File: config.mk
export PLATFORM = sky130hd
export DESIGN_NAME = emws_sequencer
export DESIGN_NICKNAME = d
export VERILOG_FILES = /design/src/rtl/emws_pkg.sv /design/src/rtl/emws_sync.sv /design/src/rtl/emws_tick_gen.sv /design/src/rtl/emws_sequencer.sv
export SDC_FILE = /design/constraint.sdc
export NUM_CORES = 1
export LEC_CHECK = 0
export ABC_AREA = 0
export CORE_AREA = 2 2 185 187
export CTS_CLUSTER_DIAMETER = 200
export CTS_CLUSTER_SIZE = 8
export DETAILED_ROUTE_END_ITERATION = 8
export DIE_AREA = 0 0 187 189
export DONT_BUFFER_PORTS = 1
export PLACE_DENSITY = 0.46
export SETUP_SLACK_MARGIN = 0.3
export SYNTH_ARGS = -nofsm -noshare
export SYNTH_HDL_FRONTEND = slang
export SYNTH_SLANG_ARGS = --single-unit
File: constraint.sdc
create_clock -name sys_clk -period 7.63 [get_ports sys_clk]
set_input_delay 0.763 -clock sys_clk [delete_from_list [all_inputs] [get_ports sys_clk]]
set_output_delay 0.763 -clock sys_clk [all_outputs]
set_load 0.05 [all_outputs]
File: src/rtl/emws_pkg.sv
`default_nettype none

// Shared constants and types for the external memory write and ready sequencer.
package emws_pkg;

   // Clock rates; the interface timing clock is a fixed division of the system clock.
   localparam int SYS_CLK_PERIOD_NS = 50;
   localparam int TIM_CLK_PERIOD_NS = 100;
   localparam int TIM_DIV           = TIM_CLK_PERIOD_NS / SYS_CLK_PERIOD_NS;
   localparam int TIM_CNT_W         = (TIM_DIV > 2) ? $clog2(TIM_DIV) : 1;

   // External bus widths and the width of the cycle counters.
   localparam int ADDR_W  = 19;
   localparam int DATA_W  = 16;
   localparam int CNT_W   = 8;
   localparam int LEAD_W  = 2;
   localparam int ACT_W   = 3;
   localparam int TRAIL_W = 2;

   // Asynchronous ready is sampled this many timing cycles ahead of synchronous ready.
   localparam logic [CNT_W-1:0] READY_ASYNC_ADVANCE = 8'h02;

   // Register bus geometry and byte offsets.
   localparam int AV_AW = 5;
   localparam int AV_DW = 32;
   localparam logic [AV_AW-1:0] REG_CONFIG  = 5'h00;
   localparam logic [AV_AW-1:0] REG_ADDRESS = 5'h04;
   localparam logic [AV_AW-1:0] REG_WDATA   = 5'h08;
   localparam logic [AV_AW-1:0] REG_COMMAND = 5'h0c;
   localparam logic [AV_AW-1:0] REG_STATUS  = 5'h10;
   localparam logic [AV_AW-1:0] REG_RDATA   = 5'h14;

   // Bit positions in the command and status registers.
   localparam int CMD_START_BIT  = 0;
   localparam int CMD_WRITE_BIT  = 1;
   localparam int STAT_BUSY_BIT  = 0;
   localparam int STAT_PEND_BIT  = 1;
   localparam int STAT_READY_BIT = 2;

   // Zone timing configuration, packed high bit first as it sits in the config register.
   typedef struct packed {
      logic               bus_clock_half;
      logic               timing_doubler;
      logic               ready_sample_mode;
      logic               ready_sense_enable;
      logic [TRAIL_W-1:0] write_trail_cycles;
      logic [ACT_W-1:0]   write_active_cycles;
      logic [LEAD_W-1:0]  write_lead_cycles;
      logic [TRAIL_W-1:0] read_trail_cycles;
      logic [ACT_W-1:0]   read_active_cycles;
      logic [LEAD_W-1:0]  read_lead_cycles;
   } emws_cfg_s;

   localparam emws_cfg_s CFG_RESET = '{
      bus_clock_half: 1'b0, timing_doubler: 1'b0, ready_sample_mode: 1'b0,
      ready_sense_enable: 1'b0, write_trail_cycles: 2'h3, write_active_cycles: 3'h7,
      write_lead_cycles: 2'h3, read_trail_cycles: 2'h3, read_active_cycles: 3'h7,
      read_lead_cycles: 2'h3};

   typedef enum logic [2:0] {SEQ_IDLE, SEQ_ALIGN, SEQ_LEAD, SEQ_ACTIVE, SEQ_TRAIL, SEQ_RELEASE}
      emws_seq_e;

   // External pin group, every field a flip-flop.
   typedef struct packed {
      logic              zone_select_n;
      logic              read_strobe_n;
      logic              write_strobe_n;
      logic              read_not_write;
      logic [ADDR_W-1:0] ext_address_bus;
      logic [DATA_W-1:0] ext_data_out;
      logic              ext_data_oe;
   } emws_pins_s;

   localparam emws_pins_s PINS_IDLE = '{
      zone_select_n: 1'b1, read_strobe_n: 1'b1, write_strobe_n: 1'b1, read_not_write: 1'b1,
      ext_address_bus: '0, ext_data_out: '0, ext_data_oe: 1'b0};

   // Whole state of the timing clock generator.
   typedef struct packed {
      logic [TIM_CNT_W-1:0] cnt;
      logic                 tick;
      logic                 phase;
      logic                 rise_next;
      logic                 clk_out;
   } emws_tick_s;

endpackage

`default_nettype wire

File: src/rtl/emws_sync.sv
`default_nettype none

// Two flip-flop synchroniser for pins that arrive from outside the system clock.
module emws_sync #(
   parameter int W = 1
) (
   input  wire logic         sys_clk,
   input  wire logic         sys_rst,
   input  wire logic [W-1:0] d,
   output logic      [W-1:0] q
);
   typedef struct packed {
      logic [W-1:0] s1;
      logic [W-1:0] s2;
   } emws_sync_s;

   emws_sync_s st;
   emws_sync_s next_st;

   // The first stage feeds only the second stage.
   always_comb begin
      next_st.s1 = d;
      next_st.s2 = st.s1;
   end

   // Both stages clear on reset.
   always_ff @(posedge sys_clk) begin
      if (sys_rst) begin
         st <= '0;
      end else begin
         st <= next_st;
      end
   end

   assign q = st.s2;
endmodule

`default_nettype wire

File: src/rtl/emws_tick_gen.sv
`default_nettype none

// Interface timing clock as a tick, and the output bus clock at that rate or half of it.
module emws_tick_gen
   import emws_pkg::*;
(
   input  wire logic sys_clk,
   input  wire logic sys_rst,
   input  wire logic bus_clock_half,
   output logic      tick,
   output logic      rise_next,
   output logic      bus_clock_out
);
   emws_tick_s st;
   emws_tick_s next_st;

   // The tick marks the last system cycle of a timing cycle; state changes on it land on
   // the next timing clock rising edge. In half mode an even count of timing cycles lands
   // on a rising edge of the bus clock, an odd count on a falling one.
   always_comb begin
      next_st = st;
      next_st.cnt = (st.cnt == TIM_CNT_W'(TIM_DIV - 1)) ? '0 : st.cnt + TIM_CNT_W'(1);
      next_st.tick = (next_st.cnt == TIM_CNT_W'(TIM_DIV - 1));
      if (!bus_clock_half) begin
         next_st.phase = 1'b0;
      end else if (st.tick) begin
         next_st.phase = ~st.phase;
      end
      next_st.rise_next = next_st.tick && (!bus_clock_half || next_st.phase);
      next_st.clk_out = bus_clock_half ? !next_st.phase
                                       : (next_st.cnt < TIM_CNT_W'(TIM_DIV / 2));
   end

   always_ff @(posedge sys_clk) begin
      if (sys_rst) begin
         st <= '0;
      end else begin
         st <= next_st;
      end
   end

   assign tick          = st.tick;
   assign rise_next     = st.rise_next;
   assign bus_clock_out = st.clk_out;
endmodule

`default_nettype wire

File: src/rtl/emws_sequencer.sv
// Operation
// - Start every access on bus clock rising edge.
// - Alignment cycles keep all strobes inactive.
// - Address bus holds last address between accesses.
// - Ready sense off ignores the ready input.
// - Synchronous first sample after lead plus active.
// - Synchronous: high completes, low resamples each cycle.
// - Asynchronous first sample two cycles earlier.
// - Asynchronous: high ends, low resamples each cycle.
// - Synchronous sample n at lead plus active plus n-1.
// - Drive data from write strobe until direction high.
// - Hold write data through the write trail.
// - Count periods and move strobes on timing clock.
// - Half rate: even counts rise, odd fall.
`default_nettype none

module emws_sequencer
   import emws_pkg::*;
(
   input  wire logic              sys_clk,
   input  wire logic              sys_rst,
   input  wire logic [AV_AW-1:0]  avs_address,
   input  wire logic              avs_read,
   input  wire logic              avs_write,
   input  wire logic [AV_DW-1:0]  avs_writedata,
   output logic      [AV_DW-1:0]  avs_readdata,
   output logic                   avs_waitrequest,
   output logic                   bus_clock_out,
   output logic                   zone_select_n,
   output logic                   read_strobe_n,
   output logic                   write_strobe_n,
   output logic                   read_not_write,
   output logic      [ADDR_W-1:0] ext_address_bus,
   output logic      [DATA_W-1:0] ext_data_out,
   output logic                   ext_data_oe,
   input  wire logic [DATA_W-1:0] ext_data_in,
   input  wire logic              ext_ready_in
);

   // Whole state of the sequencer and its register file.
   typedef struct packed {
      emws_seq_e         state;
      emws_cfg_s         cfg;
      logic [ADDR_W-1:0] address;
      logic [DATA_W-1:0] wdata;
      logic [DATA_W-1:0] rdata;
      logic              cmd_pend;
      logic              cmd_write;
      logic [CNT_W-1:0]  elapsed;
      logic [CNT_W-1:0]  trail_cnt;
      logic [CNT_W-1:0]  end_at;
      logic              ready_ok;
      emws_pins_s        pins;
      logic [AV_DW-1:0]  readdata;
      logic              waitrequest;
   } emws_seq_s;

   localparam emws_seq_s SEQ_RESET = '{
      state: SEQ_IDLE, cfg: CFG_RESET, address: '0, wdata: '0, rdata: '0,
      cmd_pend: 1'b0, cmd_write: 1'b0, elapsed: '0, trail_cnt: '0, end_at: '0,
      ready_ok: 1'b0, pins: PINS_IDLE, readdata: '0, waitrequest: 1'b1};

   emws_seq_s st;
   emws_seq_s next_st;

   logic              tick;
   logic              rise_next;
   logic              bus_clk_q;
   logic              ready_s;
   logic [DATA_W-1:0] data_s;

   // Bus clock and timing tick; the half rate setting comes straight from the config.
   emws_tick_gen u_tick (
      .sys_clk        (sys_clk),
      .sys_rst        (sys_rst),
      .bus_clock_half (st.cfg.bus_clock_half),
      .tick           (tick),
      .rise_next      (rise_next),
      .bus_clock_out  (bus_clk_q)
   );

   // Ready and read data are asynchronous to the system clock, so both pass two stages.
   emws_sync #(
      .W (DATA_W + 1)
   ) u_sync (
      .sys_clk (sys_clk),
      .sys_rst (sys_rst),
      .d       ({ext_ready_in, ext_data_in}),
      .q       ({ready_s, data_s})
   );

   // Period lengths for the access in flight; the doubler makes every period twice as long.
   logic [CNT_W-1:0] lead_n;
   logic [CNT_W-1:0] act_n;
   logic [CNT_W-1:0] trail_n;
   logic [CNT_W-1:0] hold_n;
   logic [CNT_W-1:0] first_pt;
   logic [CNT_W-1:0] offset_n;
   logic [CNT_W-1:0] e1;
   logic [CNT_W-1:0] end_now;
   logic             busy;
   logic             in_access;
   logic             sample_now;
   logic             ready_hit;
   logic             ready_done;
   logic             active_over;
   logic             acc_wr;

   assign lead_n  = CNT_W'(st.cmd_write ? st.cfg.write_lead_cycles
                                        : st.cfg.read_lead_cycles) << st.cfg.timing_doubler;
   assign act_n   = CNT_W'(st.cmd_write ? st.cfg.write_active_cycles
                                        : st.cfg.read_active_cycles) << st.cfg.timing_doubler;
   assign trail_n = CNT_W'(st.cmd_write ? st.cfg.write_trail_cycles
                                        : st.cfg.read_trail_cycles) << st.cfg.timing_doubler;
   assign hold_n  = lead_n + act_n;

   // First sample point: lead plus active, or two cycles sooner in asynchronous mode.
   assign first_pt = !st.cfg.ready_sample_mode ? hold_n
                   : (hold_n > READY_ASYNC_ADVANCE) ? hold_n - READY_ASYNC_ADVANCE
                   : '0;
   // A high asynchronous sample still lets the access run to its programmed end.
   assign offset_n = st.cfg.ready_sample_mode ? READY_ASYNC_ADVANCE : '0;

   // Elapsed timing cycles saturate so a long ready stall cannot wrap the sample window.
   assign e1 = (&st.elapsed) ? st.elapsed : st.elapsed + CNT_W'(1);

   assign busy      = (st.state != SEQ_IDLE) || st.cmd_pend;
   assign in_access = (st.state == SEQ_LEAD) || (st.state == SEQ_ACTIVE);

   // Ready is only looked at when sensing is on; otherwise the counts alone decide.
   // The partner is relied on to hold ready low while it needs more time.
   assign sample_now = st.cfg.ready_sense_enable && !st.ready_ok && in_access
                       && (e1 >= first_pt);
   assign ready_hit  = sample_now && ready_s;
   assign end_now    = ready_hit ? e1 + offset_n : st.end_at;
   assign ready_done = !st.cfg.ready_sense_enable || st.ready_ok || ready_hit;
   // A low sample blocks the end and the check repeats on the next tick.
   assign active_over = (e1 >= hold_n) && ready_done && (e1 >= end_now);

   assign acc_wr = avs_write && !st.waitrequest;

   // Register bus and sequencer next state.
   always_comb begin
      next_st = st;

      // One wait state for every request: waitrequest drops for the cycle after it is seen.
      next_st.waitrequest = !((avs_read || avs_write) && st.waitrequest);
      if (avs_read && st.waitrequest) begin
         unique case (avs_address)
            REG_CONFIG:  next_st.readdata = AV_DW'(st.cfg);
            REG_ADDRESS: next_st.readdata = AV_DW'(st.address);
            REG_WDATA:   next_st.readdata = AV_DW'(st.wdata);
            REG_RDATA:   next_st.readdata = AV_DW'(st.rdata);
            REG_STATUS: begin
               next_st.readdata = '0;
               next_st.readdata[STAT_BUSY_BIT]  = busy;
               next_st.readdata[STAT_PEND_BIT]  = st.cmd_pend;
               next_st.readdata[STAT_READY_BIT] = ready_s;
            end
            default:     next_st.readdata = '0;
         endcase
      end

      // Setup registers are frozen while an access is pending or running.
      if (acc_wr && !busy) begin
         unique case (avs_address)
            REG_CONFIG:  next_st.cfg = emws_cfg_s'(avs_writedata[$bits(emws_cfg_s)-1:0]);
            REG_ADDRESS: next_st.address = avs_writedata[ADDR_W-1:0];
            REG_WDATA:   next_st.wdata = avs_writedata[DATA_W-1:0];
            REG_COMMAND: begin
               next_st.cmd_pend  = avs_writedata[CMD_START_BIT];
               next_st.cmd_write = avs_writedata[CMD_WRITE_BIT];
            end
            default: ;
         endcase
      end

      // Write data is released one system cycle after direction has gone back high.
      if (st.state == SEQ_RELEASE) begin
         next_st.pins.ext_data_oe = 1'b0;
         next_st.state = SEQ_IDLE;
      end

      // Everything else moves only on timing clock ticks.
      if (tick) begin
         unique case (st.state)
            SEQ_IDLE, SEQ_ALIGN: begin
               if (st.cmd_pend && rise_next) begin
                  // Lead begins on the tick that precedes a bus clock rising edge.
                  next_st.state = SEQ_LEAD;
                  next_st.cmd_pend = 1'b0;
                  next_st.elapsed = '0;
                  next_st.end_at = '0;
                  next_st.ready_ok = 1'b0;
                  next_st.pins.zone_select_n = 1'b0;
                  next_st.pins.read_not_write = !st.cmd_write;
                  next_st.pins.ext_address_bus = st.address;
                  next_st.pins.ext_data_out = st.wdata;
               end else if (st.cmd_pend) begin
                  // Alignment cycle: strobes stay inactive and the address is untouched.
                  next_st.state = SEQ_ALIGN;
               end
            end
            SEQ_LEAD, SEQ_ACTIVE: begin
               next_st.elapsed = e1;
               if (ready_hit) begin
                  next_st.ready_ok = 1'b1;
                  next_st.end_at = end_now;
               end
               if (active_over) begin
                  next_st.pins.read_strobe_n = 1'b1;
                  next_st.pins.write_strobe_n = 1'b1;
                  if (!st.cmd_write) begin
                     next_st.rdata = data_s;
                  end
                  // Data stays driven and valid through the trail after the strobe rises.
                  if (trail_n == '0) begin
                     next_st.pins.zone_select_n = 1'b1;
                     next_st.pins.read_not_write = 1'b1;
                     next_st.state = st.cmd_write ? SEQ_RELEASE : SEQ_IDLE;
                  end else begin
                     next_st.state = SEQ_TRAIL;
                     next_st.trail_cnt = '0;
                  end
               end else if (e1 >= lead_n) begin
                  next_st.state = SEQ_ACTIVE;
                  next_st.pins.read_strobe_n = st.cmd_write;
                  next_st.pins.write_strobe_n = !st.cmd_write;
                  // The data drivers switch on together with the write strobe.
                  if (st.cmd_write) begin
                     next_st.pins.ext_data_oe = 1'b1;
                  end
               end
            end
            SEQ_TRAIL: begin
               next_st.trail_cnt = st.trail_cnt + CNT_W'(1);
               if (st.trail_cnt + CNT_W'(1) >= trail_n) begin
                  next_st.pins.zone_select_n = 1'b1;
                  next_st.pins.read_not_write = 1'b1;
                  next_st.state = st.cmd_write ? SEQ_RELEASE : SEQ_IDLE;
               end
            end
            SEQ_RELEASE: ;
         endcase
      end
   end

   // Single register stage for the whole block.
   always_ff @(posedge sys_clk) begin
      if (sys_rst) begin
         st <= SEQ_RESET;
      end else begin
         st <= next_st;
      end
   end

   // Outputs come straight from flip-flops; the address is only loaded at an access start.
   assign avs_readdata    = st.readdata;
   assign avs_waitrequest = st.waitrequest;
   assign bus_clock_out   = bus_clk_q;
   assign zone_select_n   = st.pins.zone_select_n;
   assign read_strobe_n   = st.pins.read_strobe_n;
   assign write_strobe_n  = st.pins.write_strobe_n;
   assign read_not_write  = st.pins.read_not_write;
   assign ext_address_bus = st.pins.ext_address_bus;
   assign ext_data_out    = st.pins.ext_data_out;
   assign ext_data_oe     = st.pins.ext_data_oe;
endmodule

`default_nettype wire

==> metrics.md <==
| Metric | Value |
|---|---|
| Status | `completed` |
| Antenna violations before repair | `0` |
| Die H | `189 um` |
| Via-to-Cell Ratio | `4.80` |
| PortBufs | `0` |
| Final GP Congestion | `0.789` |
| Syn avg cell area | `8.78 um^2` |
| Gr ovfl total | `0` |
| DRC | `0` |
| Hold Crit Depth | `1` |
| Hold_buf cts | `0` |
| Critical path arrival | `roughly 6800 ps` |
| Post-CTS Setup Inserts | `0` |
| Deepest level of the CTS H-tree | `4` |
| Final #Nets | `1092` |
| Via count | `~7000` |
| Initial DRC count | `543` |
| Max stage delay on crit path | `670 ps` |
| CP bufs+invs | `2` |
| Post-Syn Area | `0.00956 mm^2` |
| Flops & latches, synth | `197` |
| Cells after synthesis | `1089` |
| Count of cell types in the netlist | `69` |
| Period Utilization, post-route | `85.2%` |
| FF-to-FF setup slack | `1130 ps` |
| Crit path launch | `st[98]` |
| Core area | `0.0333 mm^2` |
| CP startpoint kind | `register` |
| Drt pass-1 iters | `5` |
| Top_reg_cell synth | `dfxtp_1` |
| Power Dens Cells | `199 mW/mm^2` |
| Ys async rst share | `0%` |
| Slew headroom | `between 40% and 50%` |
| Clock slew at reported path FFs | `80 ps` |
| ANT nets after route | `0` |
| Post-synth EDFFs | `0` |
| CP max-delay cell | `a21boi_1` |
| Fin. Hold Viols | `0` |
| Setup_tns | `0 ps` |
| Worst min-delay path class | `in -> reg` |
| Most used cell along the critical path | `ha_1` |
| Final Skew | `14.6 ps` |
| Crit. End Element | `register` |
| RR Endpoint | `st[85]` |
| Reg2reg start | `st[98]` |
| Sequential share of the synthesized area | `41.3%` |
| DP HPWL | `17.8 mm` |
| # Max-Cap Violations | `0` |
| Placement Setup Slack | `1080 ps` |
| Worst-Skew Late Latency | `450 ps` |
| Setup Viol. Count Final | `0` |
| Post-CTS sizing | `0` |
| Number of placement rows | `67` |
| Die X-Extent | `187 um` |
| Worst IR Drop VDD | `around 160 uV` |
| Effective utilization at floorplan | `between 20 and 30%` |
| CTS root buf | `clkbuf_16` |
| CP required | `7920 ps` |
| Routed len/inst | `17.7 um` |
| Hold_sp | `sys_rst` |
| LEAKAGE | `3.48 nW` |
| Pin count of the biggest net entering global routing | `158` |
| Worst path top cell family by delay | `compound AO/OA/AOI/OAI gates` |
| Worst setup path endpoint | `st[85]` |
| First-pass GRT wire length | `40.1 mm` |
| Worst Path Max Fanout | `10` |
| GRT Util Overall | `14.6%` |
| Unrepaired setup endpoints after global routing | `false` |
| Worst slew pin tran | `835 ps` |
| I/O Pins | `132` |
| Slew Limit Fails | `0` |
| Die Area | `0.0353 mm^2` |
| CTS tree | `yes` |
| N_diodes | `0` |
| Final Util | `30.1%` |
| Sink Count | `197` |
| Layout area overhead | `4.67%` |
| CTS Buf Count | `17` |
| Longest Clk Path Bufs | `2` |
| Setup ws final | `1130 ps` |
| CP cell instances | `buf_4 -> mux2i_1 -> nor2_1 -> ha_1 -> fa_1 -> xnor2_1 -> ha_1 -> mux2i_1 -> nand2b_1 -> ha_1 -> a211oi_1 -> o21ai_1 -> a211oi_2 -> nor3_1 -> buf_4 -> mux2_2 -> ha_1 -> nor2b_1 -> o21ai_0 -> a41oi_1 -> a211o_1 -> a21boi_1 -> a311oi_1` |
| Crit path time final | `6500 ps` |
| Synthesis Warnings | `0` |
| Setup CP Type | `reg -> reg` |
| Vias in the first global route | `roughly 6600` |
| Final WL | `between 20 and 30 mm` |
| Share of cells above drive strength 1 | `under 10%` |
| Fmax | `0.154 GHz` |
| Worst R2R Path Depth | `23` |
| Cell depth of the worst setup path | `23` |
## layout make-up
cell class                      instances  area (um^2)
Clock buffer                           17          425
Tap cell                              448          561
Sequential cell                       197         3940
Multi-Input combinational cell        754         4780
Clock inverter                         15          139
Inverter                               16         60.1
Timing Repair Buffer                   12         90.1
Fill cell                            3567        23300
## kinds of logic after synthesis
logic type      count (synthesis)  share of synthesized area, %
compound gates                194                          13.6
buf+inv                       150                          9.23
flops                         197                          41.3
xor+xnor                       20                          1.83
mux                            89                          10.1
fa+ha+maj                      36                          4.79
other cells                     2                        0.0786
simple gates                  401                          19.1
## layout by cell type, fill, tap and decap left out, types with 17 or more instances in the layout
cell type	count
mux2_2	17
mux2i_1	67
ha_1	35
nand3_1	22
dfxtp_1	197
nand2_1	188
nor2_1	88
nor2b_1	46
clkbuf_16	17
a21oi_1	85
## per-stage QoR
stage,cell area [um^2],hold WS [ps],instances,total power (W)
after floorplan,9600,414,1101,0.00114
after global placement,9440,428,1427,0.00113
after detailed placement,9440,425,1427,0.00113
after CTS,10000,386,1459,0.00202
after global routing,10000,389,1459,0.00206
final,10000,419,1459,0.00199
## registers in the layout, indices dropped and copies added (netlist names), 16 cells and up
name and cells:
avs_readdata 19, ext_address_bus 19, ext_data_out 16, st 99, u_sync.next_st 17, u_sync.q 17
## report_power, final
part | total [W] | internal [W] | leakage (nW) | switching (W)
Combinational | 0.0000526 | 0.0000155 | 1.61 | 0.0000371
Sequential | 0.00105 | 0.00104 | 1.60 | 0.0000147
Clock | 0.000880 | 0.000433 | 0.275 | 0.000448
Total | 0.00199 | 0.00149 | 3.48 | 0.000500
## cells in the mapped netlist (all sizes together), types with 4 or more instances
library cell,number,area share [%]
a32oi,4,0.37
a211oi,9,0.94
and2,7,0.46
ha,35,4.6
nand2b,8,0.52
a31oi,5,0.33
nor2,89,3.5
nand3,23,1.3
and3,9,0.59
a311oi,4,0.37
xor2,5,0.46
o21ai,17,0.89
buf,95,7.1
a22o,8,0.73
nor3,9,0.47
nand4,6,0.39
a41oi,4,0.37
mux2i,67,7.0
mux2,18,2.1
nor2b,46,3.0
nand2,189,7.4
xnor2,15,1.4
inv,16,0.63
a21o,5,0.39
a22oi,13,1.0
o32ai,4,0.37
dfxtp,197,41
clkbuf,39,1.5
mux4,4,0.94
a222oi,13,1.4
a21oi,85,4.5
o211ai,7,0.55
## routing by layer
layer	wire, um	vias to the layer above	global-route usage (%)
li1	-	3504	-
met1	12700	3287	20.8
met2	10900	198	21.6
met3	1860	16	4.02
met4	368	0	4.09
met5	0	-	0
## worst min-delay path by stage
stage	end	slack [ps]
after floorplan	u_sync.q[0]	410
final	u_tick.bus_clock_out	420
after CTS	u_tick.bus_clock_out	390
after global placement	u_sync.q[16]	430
after detailed placement	u_sync.q[8]	420
after global routing	u_tick.bus_clock_out	390
Power figures use the tool's default switching activity.
